## src/pkg/mes_pkg.sv

```systemverilog
// Package: register map, field layout and bus types of the MAC event status block
package mes_pkg;
  localparam logic [7:0]  MES_STATUS_OFFSET = 8'h00;
  localparam logic [7:0]  MES_ENABLE_OFFSET = 8'h04;
  localparam logic [7:0]  MES_DMA_OFFSET    = 8'h08;
  localparam logic [7:0]  MES_CTRL_OFFSET   = 8'h0c;
  localparam int          MES_PAUSE_BIT     = 4;
  localparam int          MES_LINK_BIT      = 2;
  localparam int          MES_MAGIC_BIT     = 1;
  localparam int          MES_CARRIER_BIT   = 0;
  localparam int          MES_SUMMARY_BIT   = 0;
  localparam int          MES_FLOW_EN_BIT   = 0;
  localparam logic [31:0] MES_FIELD_MASK    = 32'h0000_0017;
  localparam logic [31:0] MES_RESET_VALUE   = 32'h0000_0000;
  localparam logic [1:0]  MES_RESP_OKAY     = 2'h0;
  localparam logic [1:0]  MES_RESP_SLVERR   = 2'h2;

  typedef struct packed {
    logic pause_retry_over;
    logic link_status;
    logic magic_packet;
    logic illegal_carrier;
  } mes_events_t;
endpackage : mes_pkg

```

## src/rtl/mes_pin_sync.sv

```systemverilog
// Three-stage synchroniser with agreement filter for a PHY pin
`timescale 1ns/1ns
module mes_pin_sync
  import mes_pkg::*;
(
  input  wire logic clk,
  input  wire logic rst,
  input  wire logic pin,
  output logic      level
);
  logic s1;
  logic s2;
  logic s3;

  always_ff @(posedge clk) begin
    if (rst) begin
      s1 <= 1'b0;
      s2 <= 1'b0;
      s3 <= 1'b0;
    end else begin
      s1 <= pin;
      s2 <= s1;
      s3 <= s2;
    end
  end

  // Only a stable value is taken over
  always_ff @(posedge clk) begin
    if (rst) begin
      level <= 1'b0;
    end else if (s2 == s3) begin
      level <= s3;
    end
  end
endmodule : mes_pin_sync

```

## src/rtl/mes_event_status.sv

```systemverilog
// MAC event status, interrupt enable and summary with AXI4-Lite slave
// Functional notes
// - Writing a one to a flag position clears that flag, and only software writes or reset clear flags.
// - Writing a zero to a flag position leaves that flag as it was.
// - Interrupts from the status register show as one summary bit of the DMA-side status.
// - Every flag has its own enable bit at the same position in the enable register.
// - Enable one passes its flag, zero blocks it, at bits 4, 2, 1 and 0.
// - With flow control on, a PAUSE retry overflow sets the flag at bit 4.
// - Any toggle of the PHY link-status input sets the link change flag at bit 2.
// - A detected Magic Packet sets the flag at bit 1.
// - An illegal carrier reported by the PHY sets the flag at bit 0.
// - Bits 31 to 5 and bit 3 of both registers read as zero and ignore writes.
`timescale 1ns/1ns
module mes_event_status
  import mes_pkg::*;
(
  input  wire logic        clk,
  input  wire logic        rst,
  input  wire logic [7:0]  s_axi_awaddr,
  input  wire logic        s_axi_awvalid,
  output logic             s_axi_awready,
  input  wire logic [31:0] s_axi_wdata,
  input  wire logic [3:0]  s_axi_wstrb,
  input  wire logic        s_axi_wvalid,
  output logic             s_axi_wready,
  output logic [1:0]       s_axi_bresp,
  output logic             s_axi_bvalid,
  input  wire logic        s_axi_bready,
  input  wire logic [7:0]  s_axi_araddr,
  input  wire logic        s_axi_arvalid,
  output logic             s_axi_arready,
  output logic [31:0]      s_axi_rdata,
  output logic [1:0]       s_axi_rresp,
  output logic             s_axi_rvalid,
  input  wire logic        s_axi_rready,
  input  wire mes_events_t events_in,
  output logic             irq
);
  logic        pause_retry_overflow_flag;
  logic        link_change_flag;
  logic        magic_packet_flag;
  logic        illegal_carrier_flag;
  logic [31:0] mac_event_irq_enable;
  logic        flow_ctrl_en;
  logic        mac_event_summary;
  logic [31:0] mac_event_status;
  logic [31:0] dma_event_status;
  logic        phy_link_status_in;
  logic        carrier_level;
  logic        link_prev;
  logic        carrier_prev;
  logic        link_toggle;
  logic        carrier_rise;
  logic        pause_rise;
  logic        magic_rise;
  logic        pause_prev;
  logic        magic_prev;
  logic        aw_held;
  logic        w_held;
  logic [7:0]  aw_addr;
  logic [31:0] w_data;
  logic [3:0]  w_strb;
  logic        wr_fire;
  logic [31:0] wr_bits;
  logic        wr_status;
  logic        wr_enable;
  logic        wr_ctrl;
  logic        wr_known;
  logic [31:0] next_rdata;
  logic        rd_known;

  mes_pin_sync u_link_sync (
    .clk   (clk),
    .rst   (rst),
    .pin   (events_in.link_status),
    .level (phy_link_status_in)
  );

  mes_pin_sync u_carrier_sync (
    .clk   (clk),
    .rst   (rst),
    .pin   (events_in.illegal_carrier),
    .level (carrier_level)
  );

  // Event edges; pause and magic come from on-chip logic on the same clock
  always_ff @(posedge clk) begin
    if (rst) begin
      link_prev    <= 1'b0;
      carrier_prev <= 1'b0;
      pause_prev   <= 1'b0;
      magic_prev   <= 1'b0;
    end else begin
      link_prev    <= phy_link_status_in;
      carrier_prev <= carrier_level;
      pause_prev   <= events_in.pause_retry_over;
      magic_prev   <= events_in.magic_packet;
    end
  end

  // Link level before first sample is taken as low, so a link up after reset is reported
  assign link_toggle  = phy_link_status_in ^ link_prev;
  assign carrier_rise = carrier_level & ~carrier_prev;
  assign pause_rise   = events_in.pause_retry_over & ~pause_prev & flow_ctrl_en;
  assign magic_rise   = events_in.magic_packet & ~magic_prev;

  // Write channel: address and data taken in either order
  assign s_axi_awready = ~aw_held & ~s_axi_bvalid;
  assign s_axi_wready  = ~w_held & ~s_axi_bvalid;

  always_ff @(posedge clk) begin
    if (rst) begin
      aw_held <= 1'b0;
      aw_addr <= 8'h00;
    end else if (wr_fire) begin
      aw_held <= 1'b0;
    end else if (s_axi_awvalid && s_axi_awready) begin
      aw_held <= 1'b1;
      aw_addr <= s_axi_awaddr;
    end
  end

  always_ff @(posedge clk) begin
    if (rst) begin
      w_held <= 1'b0;
      w_data <= 32'h0000_0000;
      w_strb <= 4'h0;
    end else if (wr_fire) begin
      w_held <= 1'b0;
    end else if (s_axi_wvalid && s_axi_wready) begin
      w_held <= 1'b1;
      w_data <= s_axi_wdata;
      w_strb <= s_axi_wstrb;
    end
  end

  assign wr_fire   = aw_held & w_held;
  // Only byte lane 0 holds defined bits
  assign wr_bits   = w_strb[0] ? (w_data & MES_FIELD_MASK) : 32'h0000_0000;
  assign wr_status = wr_fire && (aw_addr[7:2] == MES_STATUS_OFFSET[7:2]);
  assign wr_enable = wr_fire && (aw_addr[7:2] == MES_ENABLE_OFFSET[7:2]);
  assign wr_ctrl   = wr_fire && (aw_addr[7:2] == MES_CTRL_OFFSET[7:2]);
  assign wr_known  = wr_status | wr_enable | wr_ctrl
                   | (aw_addr[7:2] == MES_DMA_OFFSET[7:2]);

  always_ff @(posedge clk) begin
    if (rst) begin
      s_axi_bvalid <= 1'b0;
      s_axi_bresp  <= MES_RESP_OKAY;
    end else if (wr_fire) begin
      s_axi_bvalid <= 1'b1;
      s_axi_bresp  <= wr_known ? MES_RESP_OKAY : MES_RESP_SLVERR;
    end else if (s_axi_bready) begin
      s_axi_bvalid <= 1'b0;
    end
  end

  // Sticky flags: an event in the clearing cycle wins over the clear
  always_ff @(posedge clk) begin
    if (rst) begin
      pause_retry_overflow_flag <= 1'b0;
    end else if (pause_rise) begin
      pause_retry_overflow_flag <= 1'b1;
    end else if (wr_status && wr_bits[MES_PAUSE_BIT]) begin
      pause_retry_overflow_flag <= 1'b0;
    end
  end

  always_ff @(posedge clk) begin
    if (rst) begin
      link_change_flag <= 1'b0;
    end else if (link_toggle) begin
      link_change_flag <= 1'b1;
    end else if (wr_status && wr_bits[MES_LINK_BIT]) begin
      link_change_flag <= 1'b0;
    end
  end

  always_ff @(posedge clk) begin
    if (rst) begin
      magic_packet_flag <= 1'b0;
    end else if (magic_rise) begin
      magic_packet_flag <= 1'b1;
    end else if (wr_status && wr_bits[MES_MAGIC_BIT]) begin
      magic_packet_flag <= 1'b0;
    end
  end

  always_ff @(posedge clk) begin
    if (rst) begin
      illegal_carrier_flag <= 1'b0;
    end else if (carrier_rise) begin
      illegal_carrier_flag <= 1'b1;
    end else if (wr_status && wr_bits[MES_CARRIER_BIT]) begin
      illegal_carrier_flag <= 1'b0;
    end
  end

  always_ff @(posedge clk) begin
    if (rst) begin
      mac_event_irq_enable <= MES_RESET_VALUE;
    end else if (wr_enable) begin
      mac_event_irq_enable <= wr_bits;
    end
  end

  always_ff @(posedge clk) begin
    if (rst) begin
      flow_ctrl_en <= 1'b0;
    end else if (wr_ctrl && w_strb[0]) begin
      flow_ctrl_en <= w_data[MES_FLOW_EN_BIT];
    end
  end

  always_comb begin
    mac_event_status = 32'h0000_0000;
    mac_event_status[MES_PAUSE_BIT]   = pause_retry_overflow_flag;
    mac_event_status[MES_LINK_BIT]    = link_change_flag;
    mac_event_status[MES_MAGIC_BIT]   = magic_packet_flag;
    mac_event_status[MES_CARRIER_BIT] = illegal_carrier_flag;
  end

  assign mac_event_summary = |(mac_event_status & mac_event_irq_enable);

  always_comb begin
    dma_event_status = 32'h0000_0000;
    dma_event_status[MES_SUMMARY_BIT] = mac_event_summary;
  end

  // Registered so the interrupt line is glitch free
  always_ff @(posedge clk) begin
    if (rst) begin
      irq <= 1'b0;
    end else begin
      irq <= mac_event_summary;
    end
  end

  // Read channel
  assign s_axi_arready = ~s_axi_rvalid;

  always_comb begin
    next_rdata = 32'h0000_0000;
    rd_known   = 1'b1;
    unique case (s_axi_araddr[7:2])
      MES_STATUS_OFFSET[7:2]: next_rdata = mac_event_status;
      MES_ENABLE_OFFSET[7:2]: next_rdata = mac_event_irq_enable;
      MES_DMA_OFFSET[7:2]:    next_rdata = dma_event_status;
      MES_CTRL_OFFSET[7:2]: begin
        next_rdata[MES_FLOW_EN_BIT] = flow_ctrl_en;
      end
      default:                rd_known = 1'b0;
    endcase
  end

  always_ff @(posedge clk) begin
    if (rst) begin
      s_axi_rvalid <= 1'b0;
      s_axi_rdata  <= 32'h0000_0000;
      s_axi_rresp  <= MES_RESP_OKAY;
    end else if (s_axi_arvalid && s_axi_arready) begin
      s_axi_rvalid <= 1'b1;
      s_axi_rdata  <= next_rdata;
      s_axi_rresp  <= rd_known ? MES_RESP_OKAY : MES_RESP_SLVERR;
    end else if (s_axi_rready) begin
      s_axi_rvalid <= 1'b0;
    end
  end
endmodule : mes_event_status

```

## config.mk

```make
export PLATFORM = sky130hd
export DESIGN_NAME = mes_event_status
export DESIGN_NICKNAME = d
export VERILOG_FILES = /design/src/pkg/mes_pkg.sv /design/src/rtl/mes_pin_sync.sv /design/src/rtl/mes_event_status.sv
export SDC_FILE = /design/constraint.sdc
export NUM_CORES = 1
export LEC_CHECK = 0
export ABC_CLOCK_PERIOD_IN_PS = 4500
export BUFFER_PORTS_ARGS = -buffer_cell sky130_fd_sc_hd__buf_2
export CAP_MARGIN = 30
export CORE_MARGIN = 3
export CORE_UTILIZATION = 40
export CTS_BUF_LIST = sky130_fd_sc_hd__clkbuf_8 sky130_fd_sc_hd__clkbuf_16
export DETAILED_ROUTE_END_ITERATION = 16
export HOLD_SLACK_MARGIN = 0.06
export PLACE_DENSITY = 0.73
export REMOVE_ABC_BUFFERS = 1
export SLEW_MARGIN = 20
export SYNTH_ARGS = -nofsm -noshare
export SYNTH_HDL_FRONTEND = slang
export SYNTH_SLANG_ARGS = --single-unit
export TNS_END_PERCENT = 50
```

## constraint.sdc

```tcl
create_clock -name clk -period 4.5 [get_ports clk]
set_clock_uncertainty 0.2 [all_clocks]
set_input_delay 0.225 -clock clk [delete_from_list [all_inputs] [get_ports clk]]
set_output_delay 0.225 -clock clk [all_outputs]
set_load 0.02 [all_outputs]
```

==> impl_metrics.toml, run 1 <==
[grt]
first_global_vias = 1348
grt-ovfl-total = 0
antenna_found_initial = 0
grt_pass1_wl_um = 5961
grtUsageTotal_pct = 13.94
grt_max_degree = 46

[floorplanning]
start_util_pct = 42.42
die_height_um = 74.89
die_w_um = 74.89
coreArea_um2 = 4474
rows = 24
io_pins = 105
dieArea_um2 = 5608

[route]
avgViaCountPerCell = 4.666
vias = 1451
wl_per_cell_um = 11.67
dr.pass1.iters = 4
drt-total-wl_um = 3628
first_iter_violations = 116
antenna_left = 0
drc = 0

[pwr]
powerDensity_nw_per_um2 = 341.8
p_int_mw = 0.5763
ir_drop_mv = 0.1733
report.power.total_mw = 0.7812
netSwitchingFraction_pct = 26.23
clkPwrFrac_pct = 33.8
switchingPower_mw = 0.2049
pwr-share-seq_pct = 52.3
leakage_nw = 0.9894
power_frac_comb_pct = 13.9

[clock_tree]
ctsRootBufferMaster = "clkbuf_8"
htree_levels = 2
clk_latency_ps = 290
clock-sinks = 43
path_clk_slew_ps = 80
cts_buffers = 5
clk_path_buf_depth = 2
cts_tree = "built"
cts_resized = 0

[yosys]
synth.distinct_cells = 31
avgSynthCellArea_um2 = 9.259
synth_top_area_cell = "dfxtp_1"
syn_area_um2 = 1898
synth-seq-area-share_pct = 45.35
synth_top_area_share_pct = 45.35
async_flop_share_pct = 0
yosysWarningCount = 0
synth_ff_type = "dfxtp_1"
synthTopCellsByArea = "dfxtp_1 45%, buf_4 12%, mux2i_1 8.4%"
synth_edf_count = 0
ys_ff_latch = 43
postSynthCellCount = 205
synth.top_cells.by_count = "43 x dfxtp_1, 30 x buf_4, 20 x nor2_1, 16 x mux2i_1, 15 x nor2b_1"
yosysMostFrequentCell = "dfxtp_1"

[timing]
hold_slack_ps = 89.70
slew_violations = 0
fmaxAchievable_mhz = 504.3
hold_violations = 0
fin_crit_ps = 1983
period_share_pct = 44.06
fin_tns_setup_ps = 0
slew_headroom_pct = 50.54
setup-violations-final = 0
rsz0062_at_grt = "no"
worst_slew_pin_slew_ps = 741.9

[finish]
final_area_um2 = 2286
post_route_cells_drive_above_1_share_pct = 19.31
nFillCells = 424
diodes = 0
syn_to_final_growth_pct = 20.43
finalNetCount = 321

[critical_path]
crit_fanout = 7
cp-start-kind = "flip-flop"
arrival_ps = 1930
required_ps = 4440
end_kind = "flip-flop"
crit_type = "reg2reg"

[worst_hold_path]
hold_path.class = "in2reg"

[placement]
gp_congestion = 0.6915
dp_hpwl_um = 2500
numPortBuffers = 39
place_area_um2 = 2006

[run_status]
outcome = "completed"

[flow_run]
maxCapViolations = 0
-- flip-flops by register name (all words and copies together), names as in the netlist, 4 cells and up --
name	flops
w_data	4
aw_addr	6
mac_event_irq_enable	4
s_axi_rdata	4
-- cell type report --
type,instances,area (um2),area share [%]
multi-input cells,147,868.3,37.99
well taps,52,65.06,2.846
clock buffers,7,96.34,4.215
clock inverters,1,3.754,0.1642
flip-flops and latches,43,860.8,37.66
inverters,3,11.26,0.4926
repair buffers,58,380.4,16.64
-- critical path: stages (launching register included) --
cell      delay [ps]
dfxtp_1          330
or4_1            660
nor4_2           480
a311oi_1         160
-- cells in the final DEF (no fill, tap or decap), drive strengths merged, types with 3 or more instances in the layout --
cell type    synthesis  routed
nor2b               15      15
dlygate4sd3          0      18
a311oi               3       3
nand2b               8       8
dfxtp               43      43
mux2i               16      16
o21ai                6       6
nand2                6       6
conb                 1      30
nor2                20      20
nand4                4       4
or4                  6       6
inv                  3       4
clkbuf              11       7
a21oi               14      14
buf                 30      40
-- per-stage QoR --
stage	std cells	utilization, %	worst slack (ps)
after floorplan	193	-	2668
after detailed placement	285	44.83	2521
after global routing	311	51.09	2386
after CTS	311	51.09	2506
after global placement	284	44.71	2510
final	311	51.09	2517
-- path summary, 6_finish.rpt --
| check | start | to | slack, ps | cells past startpoint |
|---|---|---|---|---|
| max | aw_addr[7] | illegal_carrier_flag | 2520 | 3 |
| min | s_axi_araddr[4] | s_axi_rresp[1] | 90 | 4 |
| max reg2reg | aw_addr[7] | illegal_carrier_flag | 2520 | 3 |
| min reg2reg | u_link_sync.s1 | u_link_sync.s2 | 240 | 1 |
-- cell families (layout without fill, tap and decap cells) --
kind of cell,after synthesis,after routing,synth area share (%)
AOI/OAI and AO/OA,28,28,8.768
muxes,16,16,8.438
other,1,30,0.1976
xor gates and xnor gates,1,1,0.4615
DFF,43,43,45.35
and+or+nand+nor,72,72,22.15
buffers and inverters,44,69,14.63
-- routing by layer --
metal  up-vias  track usage (%)  wire, um
met4         0            6.719        72
met5         -                0         0
li1        745                -         -
met3        10            4.139       244
met2        53            22.53      1703
met1       643            16.91      1607
-- power by group through the flow --
stage          combinational, mW  clock, mW  sequential (mW)
3_5_place_dp              0.0953          0            0.417
4_1_cts                    0.108      0.271            0.409
3_3_place_gp              0.0932          0            0.417
2_1_floorplan             0.0629          0            0.417
6_report                   0.108      0.264            0.409
5_1_grt                    0.120      0.290            0.411
-- timing repair --
item,in CTS,in global routing
hold buffers,18,0
setup buffers,0,0
endpoints found under the hold margin,22,0
Note: power is estimated with default switching activity, not from simulation.
==> run 2, diff against run 1 <==
--- a/config.mk
+++ b/config.mk
@@ -5,7 +5,8 @@
 export SDC_FILE = /design/constraint.sdc
 export NUM_CORES = 1
 export LEC_CHECK = 0
-export ABC_CLOCK_PERIOD_IN_PS = 4500
+export ABC_AREA = 1
+export ABC_CLOCK_PERIOD_IN_PS = 1600
 export BUFFER_PORTS_ARGS = -buffer_cell sky130_fd_sc_hd__buf_2
 export CAP_MARGIN = 30
 export CORE_MARGIN = 3
@@ -13,7 +14,7 @@
 export CTS_BUF_LIST = sky130_fd_sc_hd__clkbuf_8 sky130_fd_sc_hd__clkbuf_16
 export DETAILED_ROUTE_END_ITERATION = 16
 export HOLD_SLACK_MARGIN = 0.06
-export PLACE_DENSITY = 0.73
+export PLACE_DENSITY = 0.76
 export REMOVE_ABC_BUFFERS = 1
 export SLEW_MARGIN = 20
 export SYNTH_ARGS = -nofsm -noshare
==> constraint.sdc (replaced) <==
create_clock -name clk -period 1.6 [get_ports clk]
set_clock_uncertainty 0.2 [all_clocks]
set_input_delay 0.08 -clock clk [delete_from_list [all_inputs] [get_ports clk]]
set_output_delay 0.08 -clock clk [all_outputs]
set_load 0.02 [all_outputs]
==> run 2 against run 1 <==
  * Via count increased by 17%
  * Sequential share of layout area decreased by 3.2 points
  * Register-to-register slack got worse by 2400 ps
  * Non-clock buffer count increased by 14
  * Critical path depth increased by 2
  * Worst setup slack got worse by 2400 ps
  * Largest cell class is now registers
==> impl_metrics.toml, run 2 <==
[grt]
grt_pass1_wl_um = 6065
grt_max_degree = 25
use_met3_pct = 4.749
top_usage_layer = "met2"
grtUsageTotal_pct = 14.02
grt_util_met1_pct = 15.55
first_global_vias = 1542
grt_util_met2_pct = 25.02
antenna_found_initial = 0
grt-ovfl-total = 0

[flow_run]
maxCapViolations = 0

[finish]
largest-register = "aw_addr"
nFillCells = 411
post_route_cells_drive_above_1_share_pct = 16.62
syn_to_final_growth_pct = 29.29
ff_latch_area_um2 = 860.8
mostFrequentLayoutCell = "nor2_1"
finalCoreUtilization_pct = 55.42
final_area_um2 = 2496
diodes = 0
multi_input_area_um2 = 799.5
finalNetCount = 399
largest_register_ff_count = 6
mostFrequentLayoutCells = "63 x nor2_1, 43 x dfxtp_1, 39 x buf_2"

[worst_hold_path]
hold_end = "u_link_sync.s2"
hold_path.class = "reg2reg"
min_path_cells = 2
min-delay-start = "u_link_sync.s1"

[critical_path]
crit_fanout = 17
crit_type = "in2reg"
arrival_ps = 1550
reg2reg_slack_ps = 120
end_kind = "flip-flop"
cp-start-kind = "input pin"
r2r-end = "s_axi_bvalid"
r2r_cells = 3
timing.rr.start = "w_held"
required_ps = 1640

[yosys]
synth.top_cells.by_count = "63 x nor2_1, 43 x dfxtp_1, 33 x inv_1, 32 x buf_4, 30 x nand2_1"
synth.distinct_cells = 20
synth-seq-area-share_pct = 44.59
syn_area_um2 = 1931
synthTopCellsByArea = "dfxtp_1 45%, buf_4 12%, nor2_1 12%"
synth_ff_type = "dfxtp_1"
postSynthCellCount = 263
avgSynthCellArea_um2 = 7.341
synth_edf_count = 0
ys_ff_latch = 43
synth_top_area_share_pct = 44.59
synth_top_area_cell = "dfxtp_1"
yosysMostFrequentCell = "nor2_1"
async_flop_share_pct = 0
yosysWarningCount = 0

[placement]
gp_congestion = 0.7929
place_area_um2 = 2061
dp_hpwl_um = 2653
numPortBuffers = 39
dp_worst_setup_slack_ps = 264.2

[floorplanning]
rows = 24
die_w_um = 75.48
io_pins = 105
coreArea_um2 = 4504
dieArea_um2 = 5696
die_height_um = 75.48
start_util_pct = 42.86

[timing]
setup-violations-final = 0
fmaxAchievable_mhz = 659.5
hold_violations = 0
period_share_pct = 94.77
rsz0062_at_grt = "no"
slew_violations = 0
fin_crit_ps = 1516
fin_tns_setup_ps = 0
post-route-worst-setup-slack_ps = 83.63

[route]
dr.pass1.iters = 4
vias = 1700
avgViaCountPerCell = 4.370
drt-total-wl_um = 3757
first_iter_violations = 93
wl_per_cell_um = 9.658
antenna_left = 0
drc = 0

[pwr]
switchingPower_mw = 0.6320
powerDensity_nw_per_um2 = 965.6
p_int_mw = 1.778
netSwitchingFraction_pct = 26.22
power_frac_comb_pct = 15.8
ir_drop_mv = 0.7051
clkPwrFrac_pct = 35.8
leakage_nw = 1.255
pwr-share-seq_pct = 48.4

[clock_tree]
clk_latency_ps = 300
cts_buffers = 5
clock-sinks = 43
htree_levels = 2
clk_path_buf_depth = 2
path_clk_slew_ps = 80
ctsRootBufferMaster = "clkbuf_8"
cts_tree = "built"

[run_status]
outcome = "completed"
run 2: routing by layer:
layer  share of wire [%]  vias to the layer above
met5                   0                        -
met4                 1.4                        0
met3                 6.0                        6
met2                  48                       56
met1                  45                      739
li1                    -                      899
run 2: worst max-delay path by stage:
stage / start / slack, ps / depth (start not counted) / end
2_1_floorplan: s_axi_bvalid / 100 / 5 / aw_addr[2]
3_3_place_gp: aw_addr[7] / 250 / 6 / mac_event_irq_enable[4]
3_5_place_dp: aw_addr[7] / 260 / 6 / mac_event_irq_enable[4]
4_1_cts: rst / 50 / 5 / s_axi_bvalid
5_1_grt: rst / 30 / 5 / u_carrier_sync.s1
6_report: rst / 80 / 5 / s_axi_bvalid
run 2: stage by stage:
| step | total power [mW] | cells | hold slack, ps |
|---|---|---|---|
| floorplan | 1.412 | 257 | -50.93 |
| global placement | 1.505 | 350 | 81.46 |
| detailed placement | 1.513 | 350 | 91.47 |
| CTS | 2.432 | 389 | 207.5 |
| global route | 2.528 | 389 | 234.0 |
| finish | 2.410 | 389 | 204.2 |
run 2: kinds of logic after synthesis:
kind of cell | count (synthesis) | share of synthesized area (%)
AOI/OAI and AO/OA | 33 | 8.814
xor gates and xnor gates | 1 | 0.4537
buffers and inverters | 69 | 19.83
DFF | 43 | 44.59
other | 1 | 0.1942
and+or+nand+nor | 116 | 26.12
run 2: layout make-up:
class / instances / share of cell area (%)
repair buffers: 72 / 21.00
well taps: 52 / 2.607
multi-input cells: 180 / 32.03
clock inverters: 2 / 1.404
flip-flops and latches: 43 / 34.49
clock buffers: 6 / 3.308
inverters: 34 / 5.163
run 2: power by group through the flow:
stage / logic [mW] / registers (mW) / clock network [mW]
global placement: 0.317 / 1.19 / 0
detailed placement: 0.322 / 1.19 / 0
finish: 0.382 / 1.17 / 0.862
global route: 0.429 / 1.18 / 0.924
CTS: 0.380 / 1.17 / 0.885
floorplan: 0.212 / 1.20 / 0
run 2: what timing repair did:
| action | 4_1_cts | 5_1_grt |
|---|---|---|
| setup buffers | 0 | 0 |
| gates resized for setup | 0 | 2 |
| endpoints found under the hold margin | 35 | 0 |
| endpoints found under the setup margin | 0 | 2 |
| hold buffers | 31 | 0 |
run 2: worst max-delay path, stage by stage:
cell	delay [ps]
dlygate4sd3_1	530
buf_2	130
buf_6	150
a21oi_2	100
dlygate4sd3_1	550
